===== src/hdl/adc_trig_defines.svh =====
// Functional notes
// - Select field plus group bit choose trigger.
// - Group one codes 110-011 take generator outputs.
// - Group one codes 010-000 take PWM generators.
// - PWM generator triggers only on motor variants.
// - Group zero 111 uses internal auto-convert counter.
// - Group zero 110 capacitive, 100 Timer5, 101 reserved.
// - Group zero 011 PWM special, 010 Timer3.
// - Group zero 001 uses external interrupt pin.
// - Group zero 000 is manual, software ends sampling without auto-start.
// - Simultaneous bit samples two or four channels.
// - Simultaneous bit zero samples channels in sequence.
// - Twelve-bit mode reads simultaneous bit as zero.
// - Auto-start restarts sampling after each conversion.
// - Without auto-start, software write starts sampling.
// - Sample bit reads one while sampling.
// - Nonmanual trigger clears sample bit, starts conversion.
// - Manual mode: software writes zero to convert; under auto-start the host holds the sample bit.
// - Done flag sets on completion, else zero.
// - Software only clears done; conversion undisturbed.
// - Done flag clears when a conversion starts.
// - Software never clears done under auto-start.
// - Reset bits are zero; unimplemented read zero.
`ifndef ADC_TRIG_DEFINES_SVH
`define ADC_TRIG_DEFINES_SVH

`define CTRL_SEL_MSB     7
`define CTRL_SEL_LSB     5
`define CTRL_GRP_BIT     4
`define CTRL_SIMULTANEOUS_SAMPLE_BIT  3
`define CTRL_AUTO_SAMPLE_START_BIT    2
`define CTRL_SAMPLE_ENABLE_BIT    1
`define CTRL_DONE_BIT    0
`define CTRL_RESET       8'h00

`define CODE_MANUAL      4'h0
`define CODE_AUTO        4'h7

`define CLK_PERIOD_NS    8
`define AUTO_SAMPLE_NS   96
`define CONV_NS          200
`define AUTO_SAMPLE_CYC  ((`AUTO_SAMPLE_NS + `CLK_PERIOD_NS - 1) / `CLK_PERIOD_NS)
`define CONV_CYC         ((`CONV_NS + `CLK_PERIOD_NS - 1) / `CLK_PERIOD_NS)

`endif


===== src/hdl/adc_trig_pkg.sv =====
package adc_trig_pkg;

  typedef enum logic [1:0]
  {
    ST_HOLD    = 2'b00,
    ST_SAMPLE  = 2'b01,
    ST_CONVERT = 2'b10
  } adc_state_t;

  typedef logic [7:0] ctrl_byte_t;

endpackage


===== src/hdl/adc_trig_if.sv =====
`timescale 1ns/10ps
`default_nettype none
interface adc_trig_if;
  logic       wr_en;
  logic [7:0] wr_data;
  logic [7:0] rd_data;
  logic [3:0] trig_gen_out;
  logic [2:0] pwm_gen_trig;
  logic       pwm_special;
  logic       timer3_cmp;
  logic       timer5_cmp;
  logic       capacitive_measure_unit;
  logic       external_irq_zero;

  modport device
  (
    input  wr_en,
    input  wr_data,
    output rd_data,
    input  trig_gen_out,
    input  pwm_gen_trig,
    input  pwm_special,
    input  timer3_cmp,
    input  timer5_cmp,
    input  capacitive_measure_unit,
    input  external_irq_zero
  );

  modport host
  (
    output wr_en,
    output wr_data,
    input  rd_data,
    output trig_gen_out,
    output pwm_gen_trig,
    output pwm_special,
    output timer3_cmp,
    output timer5_cmp,
    output capacitive_measure_unit,
    output external_irq_zero
  );
endinterface
`default_nettype wire


===== src/hdl/adc_trig_device.sv =====
`timescale 1ns/10ps
`default_nettype none
`include "adc_trig_defines.svh"
module adc_trig_device
#(
  parameter logic HAS_MOTOR_PWM = 1'b1
)
(
  input  wire logic       mclk_i,
  input  wire logic       sys_rst_i,
  adc_trig_if.device      bus,
  input  wire logic       twelve_bit_mode_i,
  input  wire logic [1:0] channel_count_i,
  output logic            conv_start_o,
  output logic            conv_done_o,
  output logic            sampling_o,
  output logic      [3:0] chan_mask_o
);

  localparam logic [4:0] AUTO_LAST = 5'(`AUTO_SAMPLE_CYC - 1);
  localparam logic [4:0] CONV_LAST = 5'(`CONV_CYC - 1);

  adc_trig_pkg::adc_state_t state_ff;
  adc_trig_pkg::adc_state_t nxt_state;
  adc_trig_pkg::ctrl_byte_t rd_data_ff;
  adc_trig_pkg::ctrl_byte_t nxt_rd_data;

  logic [2:0]  sel_ff;
  logic        grp_ff;
  logic        simultaneous_sample_ff;
  logic        auto_sample_start_ff;
  logic        done_ff;
  logic [2:0]  nxt_sel;
  logic        nxt_grp;
  logic        nxt_simultaneous_sample;
  logic        nxt_auto_sample_start;
  logic        nxt_done;

  logic        irq_sync1_ff;
  logic        irq_sync2_ff;
  logic [15:0] lvl_prev_ff;
  logic [15:0] lvl;
  logic [15:0] pulse;

  logic [4:0]  cnt_ff;
  logic [4:0]  nxt_cnt;
  logic [1:0]  chan_ff;
  logic [1:0]  nxt_chan;
  logic [3:0]  code;
  logic        fire;
  logic        start_conv;
  logic        conv_end;
  logic        simultaneous_sample_eff;

  logic        conv_start_ff;
  logic        conv_done_ff;
  logic        sampling_ff;
  logic [3:0]  chan_mask_ff;
  logic [3:0]  nxt_chan_mask;

  // Number of channels stepped through, less one
  function automatic logic [1:0] chan_last(input logic [1:0] cc);
    logic [1:0] r;
    r = 2'h0;
    if (cc[1])
    begin
      r = 2'h3;
    end
    else if (cc[0])
    begin
      r = 2'h1;
    end
    return r;
  endfunction

  // Trigger levels by {group, select}; unused codes stay low
  always_comb
  begin
    lvl     = 16'h0000;
    lvl[1]  = irq_sync2_ff;
    lvl[2]  = bus.timer3_cmp;
    lvl[3]  = bus.pwm_special;
    lvl[4]  = bus.timer5_cmp;
    lvl[6]  = bus.capacitive_measure_unit;
    lvl[10:8]  = bus.pwm_gen_trig & {3{HAS_MOTOR_PWM}};
    lvl[14:11] = bus.trig_gen_out;
    // Rising edge only, so a held level fires once and not again until it falls and rises
    pulse = lvl & ~lvl_prev_ff;
  end

  always_ff @(posedge mclk_i or posedge sys_rst_i)
  begin
    if (sys_rst_i)
    begin
      irq_sync1_ff <= 1'b0;
      irq_sync2_ff <= 1'b0;
      lvl_prev_ff  <= 16'h0000;
    end
    else
    begin
      irq_sync1_ff <= bus.external_irq_zero;
      irq_sync2_ff <= irq_sync1_ff;
      lvl_prev_ff  <= lvl;
    end
  end

  // Control fields
  always_comb
  begin
    nxt_sel    = sel_ff;
    nxt_grp    = grp_ff;
    nxt_simultaneous_sample = simultaneous_sample_ff;
    nxt_auto_sample_start   = auto_sample_start_ff;
    if (bus.wr_en)
    begin
      nxt_sel    = bus.wr_data[`CTRL_SEL_MSB:`CTRL_SEL_LSB];
      nxt_grp    = bus.wr_data[`CTRL_GRP_BIT];
      nxt_simultaneous_sample = bus.wr_data[`CTRL_SIMULTANEOUS_SAMPLE_BIT] & ~twelve_bit_mode_i;
      nxt_auto_sample_start   = bus.wr_data[`CTRL_AUTO_SAMPLE_START_BIT];
    end
  end

  // Sample/hold sequencing
  always_comb
  begin
    code       = {grp_ff, sel_ff};
    nxt_state  = state_ff;
    nxt_cnt    = cnt_ff;
    fire       = 1'b0;
    start_conv = 1'b0;
    conv_end   = 1'b0;
    unique case (state_ff)
      adc_trig_pkg::ST_HOLD:
      begin
        if (auto_sample_start_ff || (bus.wr_en && bus.wr_data[`CTRL_SAMPLE_ENABLE_BIT]))
        begin
          nxt_state = adc_trig_pkg::ST_SAMPLE;
          nxt_cnt   = 5'h00;
        end
      end
      adc_trig_pkg::ST_SAMPLE:
      begin
        if (cnt_ff != AUTO_LAST)
        begin
          nxt_cnt = cnt_ff + 5'h01;
        end
        if (code == `CODE_MANUAL)
        begin
          fire = bus.wr_en && !bus.wr_data[`CTRL_SAMPLE_ENABLE_BIT];
        end
        else if (code == `CODE_AUTO)
        begin
          fire = (cnt_ff == AUTO_LAST);
        end
        else
        begin
          fire = pulse[code];
        end
        if (fire)
        begin
          start_conv = 1'b1;
          nxt_state  = adc_trig_pkg::ST_CONVERT;
          nxt_cnt    = 5'h00;
        end
      end
      adc_trig_pkg::ST_CONVERT:
      begin
        nxt_cnt = cnt_ff + 5'h01;
        if (cnt_ff == CONV_LAST)
        begin
          conv_end = 1'b1;
          nxt_cnt  = 5'h00;
          nxt_state = auto_sample_start_ff ? adc_trig_pkg::ST_SAMPLE
                              : adc_trig_pkg::ST_HOLD;
        end
      end
      default:
      begin
        nxt_state = adc_trig_pkg::ST_HOLD;
        nxt_cnt   = 5'h00;
      end
    endcase
  end

  // Done flag: completion outranks any clear in the same cycle
  always_comb
  begin
    nxt_done = done_ff;
    if (conv_end)
    begin
      nxt_done = 1'b1;
    end
    else if (start_conv)
    begin
      nxt_done = 1'b0;
    end
    else if (bus.wr_en && !bus.wr_data[`CTRL_DONE_BIT])
    begin
      nxt_done = 1'b0;
    end
  end

  // Channel grouping and readback
  always_comb
  begin
    simultaneous_sample_eff = simultaneous_sample_ff & ~twelve_bit_mode_i;
    nxt_chan   = chan_ff;
    if (start_conv && !simultaneous_sample_eff)
    begin
      nxt_chan = (chan_ff >= chan_last(channel_count_i)) ? 2'h0
                 : chan_ff + 2'h1;
    end
    if (simultaneous_sample_eff && channel_count_i[1])
    begin
      nxt_chan_mask = 4'hf;
    end
    else if (simultaneous_sample_eff && channel_count_i[0])
    begin
      nxt_chan_mask = 4'h3;
    end
    else
    begin
      nxt_chan_mask = 4'h1 << nxt_chan;
    end
    nxt_rd_data = {nxt_sel, nxt_grp, nxt_simultaneous_sample & ~twelve_bit_mode_i,
                   nxt_auto_sample_start,
                   nxt_state == adc_trig_pkg::ST_SAMPLE,
                   nxt_done};
  end

  always_ff @(posedge mclk_i or posedge sys_rst_i)
  begin
    if (sys_rst_i)
    begin
      state_ff      <= adc_trig_pkg::ST_HOLD;
      cnt_ff        <= 5'h00;
      sel_ff        <= 3'h0;
      grp_ff        <= 1'b0;
      simultaneous_sample_ff     <= 1'b0;
      auto_sample_start_ff       <= 1'b0;
      done_ff       <= 1'b0;
      chan_ff       <= 2'h0;
      rd_data_ff    <= `CTRL_RESET;
      conv_start_ff <= 1'b0;
      conv_done_ff  <= 1'b0;
      sampling_ff   <= 1'b0;
      chan_mask_ff  <= 4'h1;
    end
    else
    begin
      state_ff      <= nxt_state;
      cnt_ff        <= nxt_cnt;
      sel_ff        <= nxt_sel;
      grp_ff        <= nxt_grp;
      simultaneous_sample_ff     <= nxt_simultaneous_sample;
      auto_sample_start_ff       <= nxt_auto_sample_start;
      done_ff       <= nxt_done;
      chan_ff       <= nxt_chan;
      rd_data_ff    <= nxt_rd_data;
      conv_start_ff <= start_conv;
      conv_done_ff  <= conv_end;
      sampling_ff   <= (nxt_state == adc_trig_pkg::ST_SAMPLE);
      chan_mask_ff  <= nxt_chan_mask;
    end
  end

  assign bus.rd_data  = rd_data_ff;
  assign conv_start_o = conv_start_ff;
  assign conv_done_o  = conv_done_ff;
  assign sampling_o   = sampling_ff;
  assign chan_mask_o  = chan_mask_ff;

endmodule
`default_nettype wire


===== src/flat_wrapper.sv =====
// flat-port wrapper written by rule: the top's interface ports become plain ports
module adc_trig_device_flat 
#(
  parameter logic HAS_MOTOR_PWM = 1'b1
)
  (mclk_i, sys_rst_i, twelve_bit_mode_i, channel_count_i, conv_start_o, conv_done_o, sampling_o, chan_mask_o, bus_wr_en, bus_wr_data, bus_rd_data, bus_trig_gen_out, bus_pwm_gen_trig, bus_pwm_special, bus_timer3_cmp, bus_timer5_cmp, bus_capacitive_measure_unit, bus_external_irq_zero);
  adc_trig_if bus_i ();
  input  wire logic mclk_i;
  input  wire logic sys_rst_i;
  input  wire logic twelve_bit_mode_i;
  input  wire logic [1:0] channel_count_i;
  output logic conv_start_o;
  output logic conv_done_o;
  output logic sampling_o;
  output logic      [3:0] chan_mask_o;
  input wire logic [$bits(bus_i.wr_en)-1:0] bus_wr_en;
  input wire logic [$bits(bus_i.wr_data)-1:0] bus_wr_data;
  output wire logic [$bits(bus_i.rd_data)-1:0] bus_rd_data;
  input wire logic [$bits(bus_i.trig_gen_out)-1:0] bus_trig_gen_out;
  input wire logic [$bits(bus_i.pwm_gen_trig)-1:0] bus_pwm_gen_trig;
  input wire logic [$bits(bus_i.pwm_special)-1:0] bus_pwm_special;
  input wire logic [$bits(bus_i.timer3_cmp)-1:0] bus_timer3_cmp;
  input wire logic [$bits(bus_i.timer5_cmp)-1:0] bus_timer5_cmp;
  input wire logic [$bits(bus_i.capacitive_measure_unit)-1:0] bus_capacitive_measure_unit;
  input wire logic [$bits(bus_i.external_irq_zero)-1:0] bus_external_irq_zero;
  assign bus_i.wr_en = bus_wr_en;
  assign bus_i.wr_data = bus_wr_data;
  assign bus_rd_data = bus_i.rd_data;
  assign bus_i.trig_gen_out = bus_trig_gen_out;
  assign bus_i.pwm_gen_trig = bus_pwm_gen_trig;
  assign bus_i.pwm_special = bus_pwm_special;
  assign bus_i.timer3_cmp = bus_timer3_cmp;
  assign bus_i.timer5_cmp = bus_timer5_cmp;
  assign bus_i.capacitive_measure_unit = bus_capacitive_measure_unit;
  assign bus_i.external_irq_zero = bus_external_irq_zero;
  adc_trig_device #(.HAS_MOTOR_PWM(HAS_MOTOR_PWM)) u_core (.mclk_i(mclk_i), .sys_rst_i(sys_rst_i), .bus(bus_i), .twelve_bit_mode_i(twelve_bit_mode_i), .channel_count_i(channel_count_i), .conv_start_o(conv_start_o), .conv_done_o(conv_done_o), .sampling_o(sampling_o), .chan_mask_o(chan_mask_o));
endmodule

===== config.mk =====
export PLATFORM = sky130hd
export DESIGN_NAME = adc_trig_device_flat
export DESIGN_NICKNAME = d
export VERILOG_FILES = /design/src/hdl/adc_trig_pkg.sv /design/src/hdl/adc_trig_if.sv /design/src/hdl/adc_trig_device.sv /design/src/flat_wrapper.sv
export VERILOG_INCLUDE_DIRS = /design/src /design/src/hdl
export SDC_FILE = /design/constraint.sdc
export NUM_CORES = 1
export LEC_CHECK = 0
export BUFFER_PORTS_ARGS = -buffer_cell sky130_fd_sc_hd__buf_2
export CAP_MARGIN = 10
export CORE_AREA = 2 2 77 79
export CTS_CLUSTER_DIAMETER = 120
export CTS_CLUSTER_SIZE = 12
export DETAILED_ROUTE_END_ITERATION = 16
export DIE_AREA = 0 0 79 81
export GPL_ROUTABILITY_DRIVEN = 1
export PLACE_DENSITY_LB_ADDON = 0.1
export SYNTH_ARGS = -nofsm -noshare
export SYNTH_HDL_FRONTEND = slang
export SYNTH_SLANG_ARGS = --single-unit

===== constraint.sdc =====
create_clock -name mclk_i -period 3.3 [get_ports mclk_i]
set_clock_uncertainty 0.1 [all_clocks]
set_input_delay 0.33 -clock mclk_i [delete_from_list [all_inputs] [get_ports mclk_i]]
set_output_delay 0.33 -clock mclk_i [all_outputs]
set_load 0.02 [all_outputs]

==> impl_metrics.ini, run 1 <==
[sta]
fin_tns_setup_ns = 0
drv_slew = 0
rsz0062_at_grt = no
period_share_pct = 70.7
worst_slew_pin_slew_ns = 0.451
post-route-min-period_ns = 2.33
timing.slew.headroom_pct = 69.5
setup_viol = 0
max_freq_mhz = 429
timing.final.ws_setup_ns = 0.968
hold_viol_final = 0

[critical_path]
startpoint_type = register
r2r_slack_ns = 0.97
crit_chain = ha_1 > nand4bb_2 > nor2_1 > o311ai_1 > o211ai_2 > and3_1 > a211o_1 > o221ai_1
path_buf_inv = 0
end_kind = register
slowest_stage = dfrtp_1
crit_type = register to register
crit_family = compound AO/OA/AOI/OAI gates
cpPeakStageDelay_ns = 0.42
cp.arrival_ns = 2.43
worstPathMaxFanout = 7
required_ns = 3.40

[clocking]
cts_setup_buffers = 0
postCtsHoldBufs = 1
cts_max_path_buffers = 2
cts_tree = yes
clkTransAtPathRegs_ns = 0.07
cts_buffers = 5
cts_resized = 0
cts.sinks = 38
cts_max_level = 2
insertion_delay_ns = 0.28
cts_root_buffer = clkbuf_8

[final_layout]
instances_no_fill = 302
drive_above_1_share_pct = 26.9
nets = 260
antenna_cells = 0
syn_to_final_growth_pct = 21.2

[grt]
grt_pass1_vias = 1448
grt-ovfl-total = 0
grt_start_max_net_pins = 22
grt.total_usage_pct = 13.6
grt_pass1_wl_mm = 6.70
antenna_found_initial = 0

[floorplanning]
rows = 28
die_w_um = 79
num_io_pins = 41
start_util_pct = 33.3
die_area_sq_um = 6400
core_region_area_sq_um = 5680
die_h_um = 81

[route]
drc = 0
vias_per_cell = 4.77
first_iter_violations = 52
wirelength_mm = 3.98
vias = 1440
ant_nets = 0
firstDrtPassIters = 4
routedWlPerCell_um = 13.2

[placed_design]
dp.cells = 293
place_congestion = 0.795
io_buffers = 40
hpwl_mm = 3.10
pre_cts_slack_ns = 0.956

[yosys]
synth.net_count = 218
synth_edf_count = 0
synthArstFlopShare_pct = 100
synth_ff_type = dfrtp_1
synth_seq_cells = 38
synth.most_common_cell = dfrtp_1
synth_top_cell_area_share_pct = 49.0
netlist_area_sq_um = 1890
synth-seq-area-share_pct = 50.4
avgSynthCellArea_sq_um = 10.3
syn_inst = 184
yosysWarnings = 0
synth.distinct_cells = 51
synth_common_cells = 37 x dfrtp_1, 21 x nand2_1, 16 x inv_1
synth_top_cell_by_area = dfrtp_1
synth.area.top_cells = dfrtp_1 49%, ha_1 5.3%, nand2_1 4.2%, inv_1 3.2%, a21oi_1 2.9%

[pwr]
power_density_nw_per_um2 = 685
seq_power_share_pct = 38.1
ir_drop_mv = 0.239
p_clk_share_pct = 30.8
finalPower_mw = 1.57
swShare_pct = 33.1
internal_power_mw = 1.05
p_comb_share_pct = 31.0
p_sw_uw = 519
power.leakage_nw = 1.08

[run]
maxCapViolCount = 0

[run_status]
outcome = completed

[hold_path]
hp-class = input pin to register
==> flip-flops by register name, indices dropped and copies added, names as in the netlist <==
name / count
u_core.chan_mask_o: 4
u_core.conv_done_o: 1
u_core.bus.rd_data: 8
u_core.lvl_prev_ff: 12
u_core.irq_sync1_ff: 1
u_core.chan_ff: 2
u_core.state_ff: 2
u_core.simultaneous_sample_ff: 1
u_core.conv_start_o: 1
u_core.cnt_ff: 5
u_core.irq_sync2_ff: 1
==> kinds of logic after synthesis <==
logic type	share of synthesized area (%)
simple gates	18.4
buf+inv	6.75
mux	2.98
fa+ha+maj	5.29
flops	50.4
compound gates	16.2
==> final timing paths <==
check | startpoint | endpoint | depth (start not counted)
max in group asynchronous | sys_rst_i | u_core.chan_mask_o[0] | 4
max | u_core.cnt_ff[0] | u_core.chan_mask_o[3] | 8
max reg2reg | u_core.cnt_ff[0] | u_core.chan_mask_o[3] | 8
min in group asynchronous | sys_rst_i | u_core.bus.rd_data[3] | 4
min | bus_external_irq_zero | u_core.irq_sync1_ff | 1
min reg2reg | u_core.irq_sync1_ff | u_core.irq_sync2_ff | 0
==> layout make-up <==
class | instances | area, sq um
fill | 597 | 3380
sequential | 38 | 952
multi-input combinational | 121 | 811
timing repair buffer | 43 | 225
tap | 75 | 93.8
clock buffer | 6 | 82.6
inverter | 17 | 66.3
clock inverter | 2 | 60.1
==> power groups by stage <==
stage                     logic (mW)  clock network, mW  registers [mW]
final                          0.487              0.484           0.598
after global routing           0.554              0.524           0.610
after CTS                      0.495              0.503           0.598
after detailed placement       0.490                  0           0.607
after global placement         0.497                  0           0.608
after floorplan                0.339                  0           0.633
==> layer usage <==
layer	up-vias	wire length (um)	track usage, %
met5	-	0	0
met4	0	44	6.72
met3	4	154	2.44
met2	28	1870	22.1
met1	688	1910	17.4
li1	720	-	-
==> per-stage QoR <==
step / util, % / area (sq um) / hold slack (ns)
final: 40.4 / 2290 / 0.0468
after global routing: 40.4 / 2290 / 0.0238
after CTS: 40.4 / 2290 / 0.0309
after detailed placement: 37.7 / 2140 / 0.238
after global placement: 37.7 / 2140 / 0.237
after floorplan: - / 1890 / 0.231
==> layout by cell type (no fill, tap or decap), types with 3 or more instances in the layout <==
| cell | count |
|---|---|
| a21oi_1 | 11 |
| ha_1 | 8 |
| mux2_2 | 3 |
| dfrtp_1 | 37 |
| inv_1 | 16 |
| nand2b_1 | 4 |
| buf_2 | 40 |
| nand3_1 | 5 |
| nand2_1 | 21 |
| o311ai_1 | 4 |
| and2_1 | 3 |
| o21ai_1 | 3 |
| o21ai_0 | 9 |
| nor2b_1 | 6 |
| nor2_1 | 9 |
| clkbuf_8 | 6 |
No activity file was read; power rests on OpenSTA's default activity.
==> run 2, diff against run 1 <==
- clock period: 3.3 -> 2.04 ns (I/O delays scaled with it)
==> run 2 against run 1 <==
The flow now finishes with violations (negative setup slack); fmax rose by 6.9%; first-iteration DRC count rose by 3.8%; count of clock-buffer cells in the layout unchanged; setup slack got worse by 1.1 ns; final cell count increased by 12%; via count increased by 9.4%; hold slack worse by 0.031 ns; routed wire length grew 14%; utilization up 6.8 points; global-route usage grew 1.2 points; power up 61%; critical path type unchanged.
==> impl_metrics.ini, run 2 (synthesis results as in run 1) <==
[final_layout]
largest_register_ffs = 12
fin_area_sq_um = 2680
drive_above_1_share_pct = 40.5
syn_to_final_growth_pct = 41.6
final_common_cell = buf_2
antenna_cells = 0
finalCoreUtilization_pct = 47.2
final_cell_mix = 39 x buf_2, 35 x dfrtp_1, 26 x buf_4
nets = 297
regMostFlops = u_core.lvl_prev_ff
fillers = 548

[placed_design]
post_dp_cell_area_sq_um = 2280
place_congestion = 0.849
io_buffers = 40
hpwl_mm = 3.13

[clocking]
cts_root_buffer = clkbuf_8
cts_max_path_buffers = 2
cts.sinks = 38
insertion_delay_ns = 0.28
clkTransAtPathRegs_ns = 0.08
cts_buffers = 5
cts_max_level = 2
cts_tree = yes

[route]
drc = 0
vias_per_cell = 4.65
routedWlPerCell_um = 13.4
first_iter_violations = 54
firstDrtPassIters = 4
wirelength_mm = 4.53
ant_nets = 0
vias = 1575

[grt]
grt_pass1_vias = 1581
grt_start_max_net_pins = 39
grt_pass1_wl_mm = 7.33
antenna_found_initial = 0
grt-ovfl-total = 0
grt.total_usage_pct = 14.8

[sta]
post-route-min-period_ns = 2.18
fin_tns_setup_ns = -0.877
drv_slew = 0
hold_viol_final = 0
timing.final.ws_setup_ns = -0.142
rsz0062_at_grt = yes
fin_hold_ws_ns = 0.0158
worst_slew_pin_slew_ns = 0.490
max_freq_mhz = 458
setup_viol = 13
period_share_pct = 107
timing.slew.headroom_pct = 67.4

[pwr]
power_density_nw_per_um2 = 942
p_clk_share_pct = 21.8
finalPower_mw = 2.52
ir_drop_mv = 0.358
seq_power_share_pct = 38.1
power.leakage_nw = 1.24
internal_power_mw = 1.59
swShare_pct = 37.1
p_comb_share_pct = 40.1
p_sw_uw = 936

[critical_path]
crit_family = compound AO/OA/AOI/OAI gates
worstPathMaxFanout = 6
path_buf_inv = 3
cpPeakStageDelay_ns = 0.46
end_kind = register
path_common_cell = buf_4
crit_type = register to register
startpoint_type = register
slowest_stage = dfrtp_2
cp.arrival_ns = 2.29
required_ns = 2.15
crit_chain = inv_4 > buf_4 > nor4b_2 > buf_4 > o311ai_4 > nand2_1 > o31a_1 > or2_1 > o21ai_1

[floorplanning]
die_h_um = 81
start_util_pct = 33.3
num_io_pins = 41
die_area_sq_um = 6400
core_region_area_sq_um = 5680
die_w_um = 79
rows = 28

[hold_path]
hp-class = input pin to register

[run_status]
outcome = finished, violations left
violations = negative setup slack

[run]
maxCapViolCount = 0
[run 2: worst paths after layout]
path,from,to,slack (ns),cells after the start
worst min register to register,u_core.irq_sync1_ff,u_core.irq_sync2_ff,0.26,0
worst max register to register,u_core.bus.rd_data[6],u_core.cnt_ff[1],-0.14,9
worst min-delay path,twelve_bit_mode_i,u_core.bus.rd_data[3],0.02,2
min in group asynchronous,sys_rst_i,u_core.lvl_prev_ff[9],0.47,4
max in group asynchronous,sys_rst_i,u_core.bus.rd_data[5],1.00,4
worst max-delay path,u_core.bus.rd_data[6],u_core.cnt_ff[1],-0.14,9
[run 2: layout make-up]
class,instances,area (sq um),share of cell area [%]
Clock buffer,6,82.6,3.08
Clock inverter,2,12.5,0.467
Inverter,17,66.3,2.48
Multi-Input combinational cell,121,925,34.5
Sequential cell,38,955,35.7
Tap cell,75,93.8,3.50
Timing Repair Buffer,80,543,20.3
[run 2: repair_timing]
item                       CTS  global route
hold buffers                13             0
resized for setup            9            18
pin swaps                    5            15
buffers inserted             4             3
hold endpoints to repair    49             0
setup endpoints to repair   13            15
[run 2: routing by layer]
metal / GRT usage [%] / vias up / part of all wire (%)
met5: 0 / - / 0
met4: 5.17 / 0 / 0.51
met3: 2.67 / 2 / 3.5
met2: 25.0 / 33 / 49
met1: 19.2 / 743 / 47
li1: - / 797 / -
[run 2: stage by stage]
stage,worst slack [ns],instances
final,-0.142,339
after CTS,-0.104,337
after floorplan,-0.172,184
after global routing,-0.262,339
after global placement,-0.149,312
after detailed placement,-0.183,312
[run 2: worst reg2reg max path, delay by kind of cell (launching register included)]
| kind | cells | cell delay [ns] |
|---|---|---|
| compound gates | 3 | 0.79 |
| buf+inv | 3 | 0.36 |
| flops | 1 | 0.46 |
| simple gates | 3 | 0.41 |
[run 2: power by group through the flow]
stage               Clock (mW)  Sequential (mW)  Combinational, mW
detailed placement           0            0.971              0.856
CTS                      0.576            0.955              0.921
floorplan                    0             1.03              0.552
global route             0.608            0.978               1.15
global placement             0            0.971              0.860
finish                   0.549            0.961               1.01
==> run 3, diff against run 2 <==
- HOLD_SLACK_MARGIN: not set -> 0.03
- SKIP_LAST_GASP: not set -> 1
==> run 3 against run 2 <==
Sequential share of layout area shrank 0.22 points; routed wire length up 0.44%; utilization increased by 0.29 points; sequential power about the same; the flow still finishes with violations (negative setup slack); die area is the same; fmax about the same; global-route usage about the same; count of clock-buffer cells in the layout did not move.
==> impl_metrics.ini, run 3 (synthesis results as in run 1) <==
[sta]
timing.final.ws_setup_ns = -0.143
setup_viol = 13
hold_viol_final = 0
max_freq_mhz = 458
post-route-min-period_ns = 2.18
worst_slew_pin_slew_ns = 0.489
drv_slew = 0
timing.slew.headroom_pct = 67.4
rsz0062_at_grt = yes
period_share_pct = 107

[floorplanning]
core_region_area_sq_um = 5680
die_w_um = 79
die_area_sq_um = 6400
start_util_pct = 33.3
num_io_pins = 41
die_h_um = 81
rows = 28

[final_layout]
finalCoreUtilization_pct = 47.5
multiInputGateArea_sq_um = 921
antenna_cells = 0
syn_to_final_growth_pct = 42.5
final_cell_mix = 39 x buf_2, 35 x dfrtp_1, 26 x buf_4
fillers = 547
instances_no_fill = 341
regMostFlops = u_core.lvl_prev_ff
drive_above_1_share_pct = 39.8
largest_register_ffs = 12
register_area_sq_um = 955
nets = 299
final_common_cell = buf_2

[clocking]
insertion_delay_ns = 0.28
cts.sinks = 38
cts_buffers = 5
cts_tree = yes
cts_root_buffer = clkbuf_8
cts_max_level = 2
cts_max_path_buffers = 2
clkTransAtPathRegs_ns = 0.08

[placed_design]
hpwl_mm = 3.13
dp.cells = 312
place_congestion = 0.849
io_buffers = 40

[grt]
grt_pass1_vias = 1588
antenna_found_initial = 0
grt_start_max_net_pins = 39
grt.total_usage_pct = 14.8
grt_pass1_wl_mm = 7.36
grt-ovfl-total = 0

[pwr]
seq_power_share_pct = 38.1
power.leakage_nw = 1.25
internal_power_mw = 1.59
swShare_pct = 37.1
ir_drop_mv = 0.357
p_sw_uw = 935
p_comb_share_pct = 40.2
p_clk_share_pct = 21.7
power_density_nw_per_um2 = 937

[critical_path]
worstPathMaxFanout = 6
r2r-start = u_core.bus.rd_data[6]
cp-startpoint = u_core.bus.rd_data[6]
cp.arrival_ns = 2.29
crit_type = register to register
end_kind = register
startpoint_type = register
required_ns = 2.15

[hold_path]
hp-class = input pin to register
hold_path_startpoint = bus_wr_data[2]

[route]
firstDrtPassIters = 4
first_iter_violations = 59
drc = 0
vias_per_cell = 4.64
routedWlPerCell_um = 13.4
ant_nets = 0
wirelength_mm = 4.55
vias = 1582

[run]
maxCapViolCount = 0

[run_status]
violations = negative setup slack
outcome = finished, violations left
==> run 3: cell types whose count changed in the layout (fill, tap and decap cells not counted) <==
cell / change
a21oi_1: +1
dlygate4sd3_1: +2
a21oi_2: -1
==> run 3: power by group through the flow <==
stage	logic (mW)	registers [mW]	clock network (mW)
after floorplan	0.552	1.03	0
after global placement	0.860	0.971	0
after detailed placement	0.856	0.971	0
after CTS	0.924	0.955	0.576
after global routing	1.15	0.978	0.608
final	1.01	0.961	0.549
==> run 3: worst max-delay path: stages, from the launching register on <==
cell	delay (ns)
dfrtp_2	0.46
inv_4	0.10
buf_4	0.11
nor4b_2	0.04
buf_4	0.14
o311ai_4	0.34
nand2_1	0.12
o31a_1	0.32
or2_1	0.25
o21ai_1	0.13
==> run 3: repair_timing <==
| item | in CTS | in global routing |
|---|---|---|
| gates resized for setup | 8 | 18 |
| endpoints found under the hold margin | 51 | 0 |
| endpoints found under the setup margin | 13 | 15 |
| setup buffers | 4 | 3 |
| pin swaps | 5 | 15 |
| hold buffers | 15 | 0 |
==> run 3: path summary, 6_finish.rpt <==
kind | end | slack [ns] | cells past startpoint
worst max-delay path | u_core.cnt_ff[1] | -0.14 | 9
worst min-delay path | u_core.bus.rd_data[2] | 0.05 | 2
worst max register to register | u_core.cnt_ff[1] | -0.14 | 9
worst min register to register | u_core.irq_sync2_ff | 0.26 | 0
max in group asynchronous | u_core.bus.rd_data[5] | 1.00 | 4
min in group asynchronous | u_core.lvl_prev_ff[9] | 0.48 | 4
==> run 3: stage by stage <==
step	setup slack [ns]	area [sq um]	hold slack, ns	power, mW	setup TNS (ns)
floorplan	-0.172	1900	0.135	1.58	-0.861
global placement	-0.149	2280	0.215	1.83	-0.923
detailed placement	-0.183	2280	0.213	1.83	-1.08
CTS	-0.104	2590	0.0305	2.45	-0.642
global route	-0.261	2690	0.0372	2.73	-2.41
finish	-0.143	2690	0.0471	2.52	-1.03
==> run 3: layer usage <==
metal	vias to the layer above	share of wire (%)	GRT usage [%]
met4	0	0.64	5.17
met3	4	4.1	2.67
met1	744	46	19.2
li1	800	-	-
met5	-	0	0
met2	34	49	25.2
==> run 3: final cells by class <==
cell class	instances	share of cell area (%)
clock buffer	6	3.07
clock inverter	2	0.464
inverter	17	2.46
multi-input combinational	121	34.2
sequential	38	35.4
tap	75	3.48
timing repair buffer	82	20.9
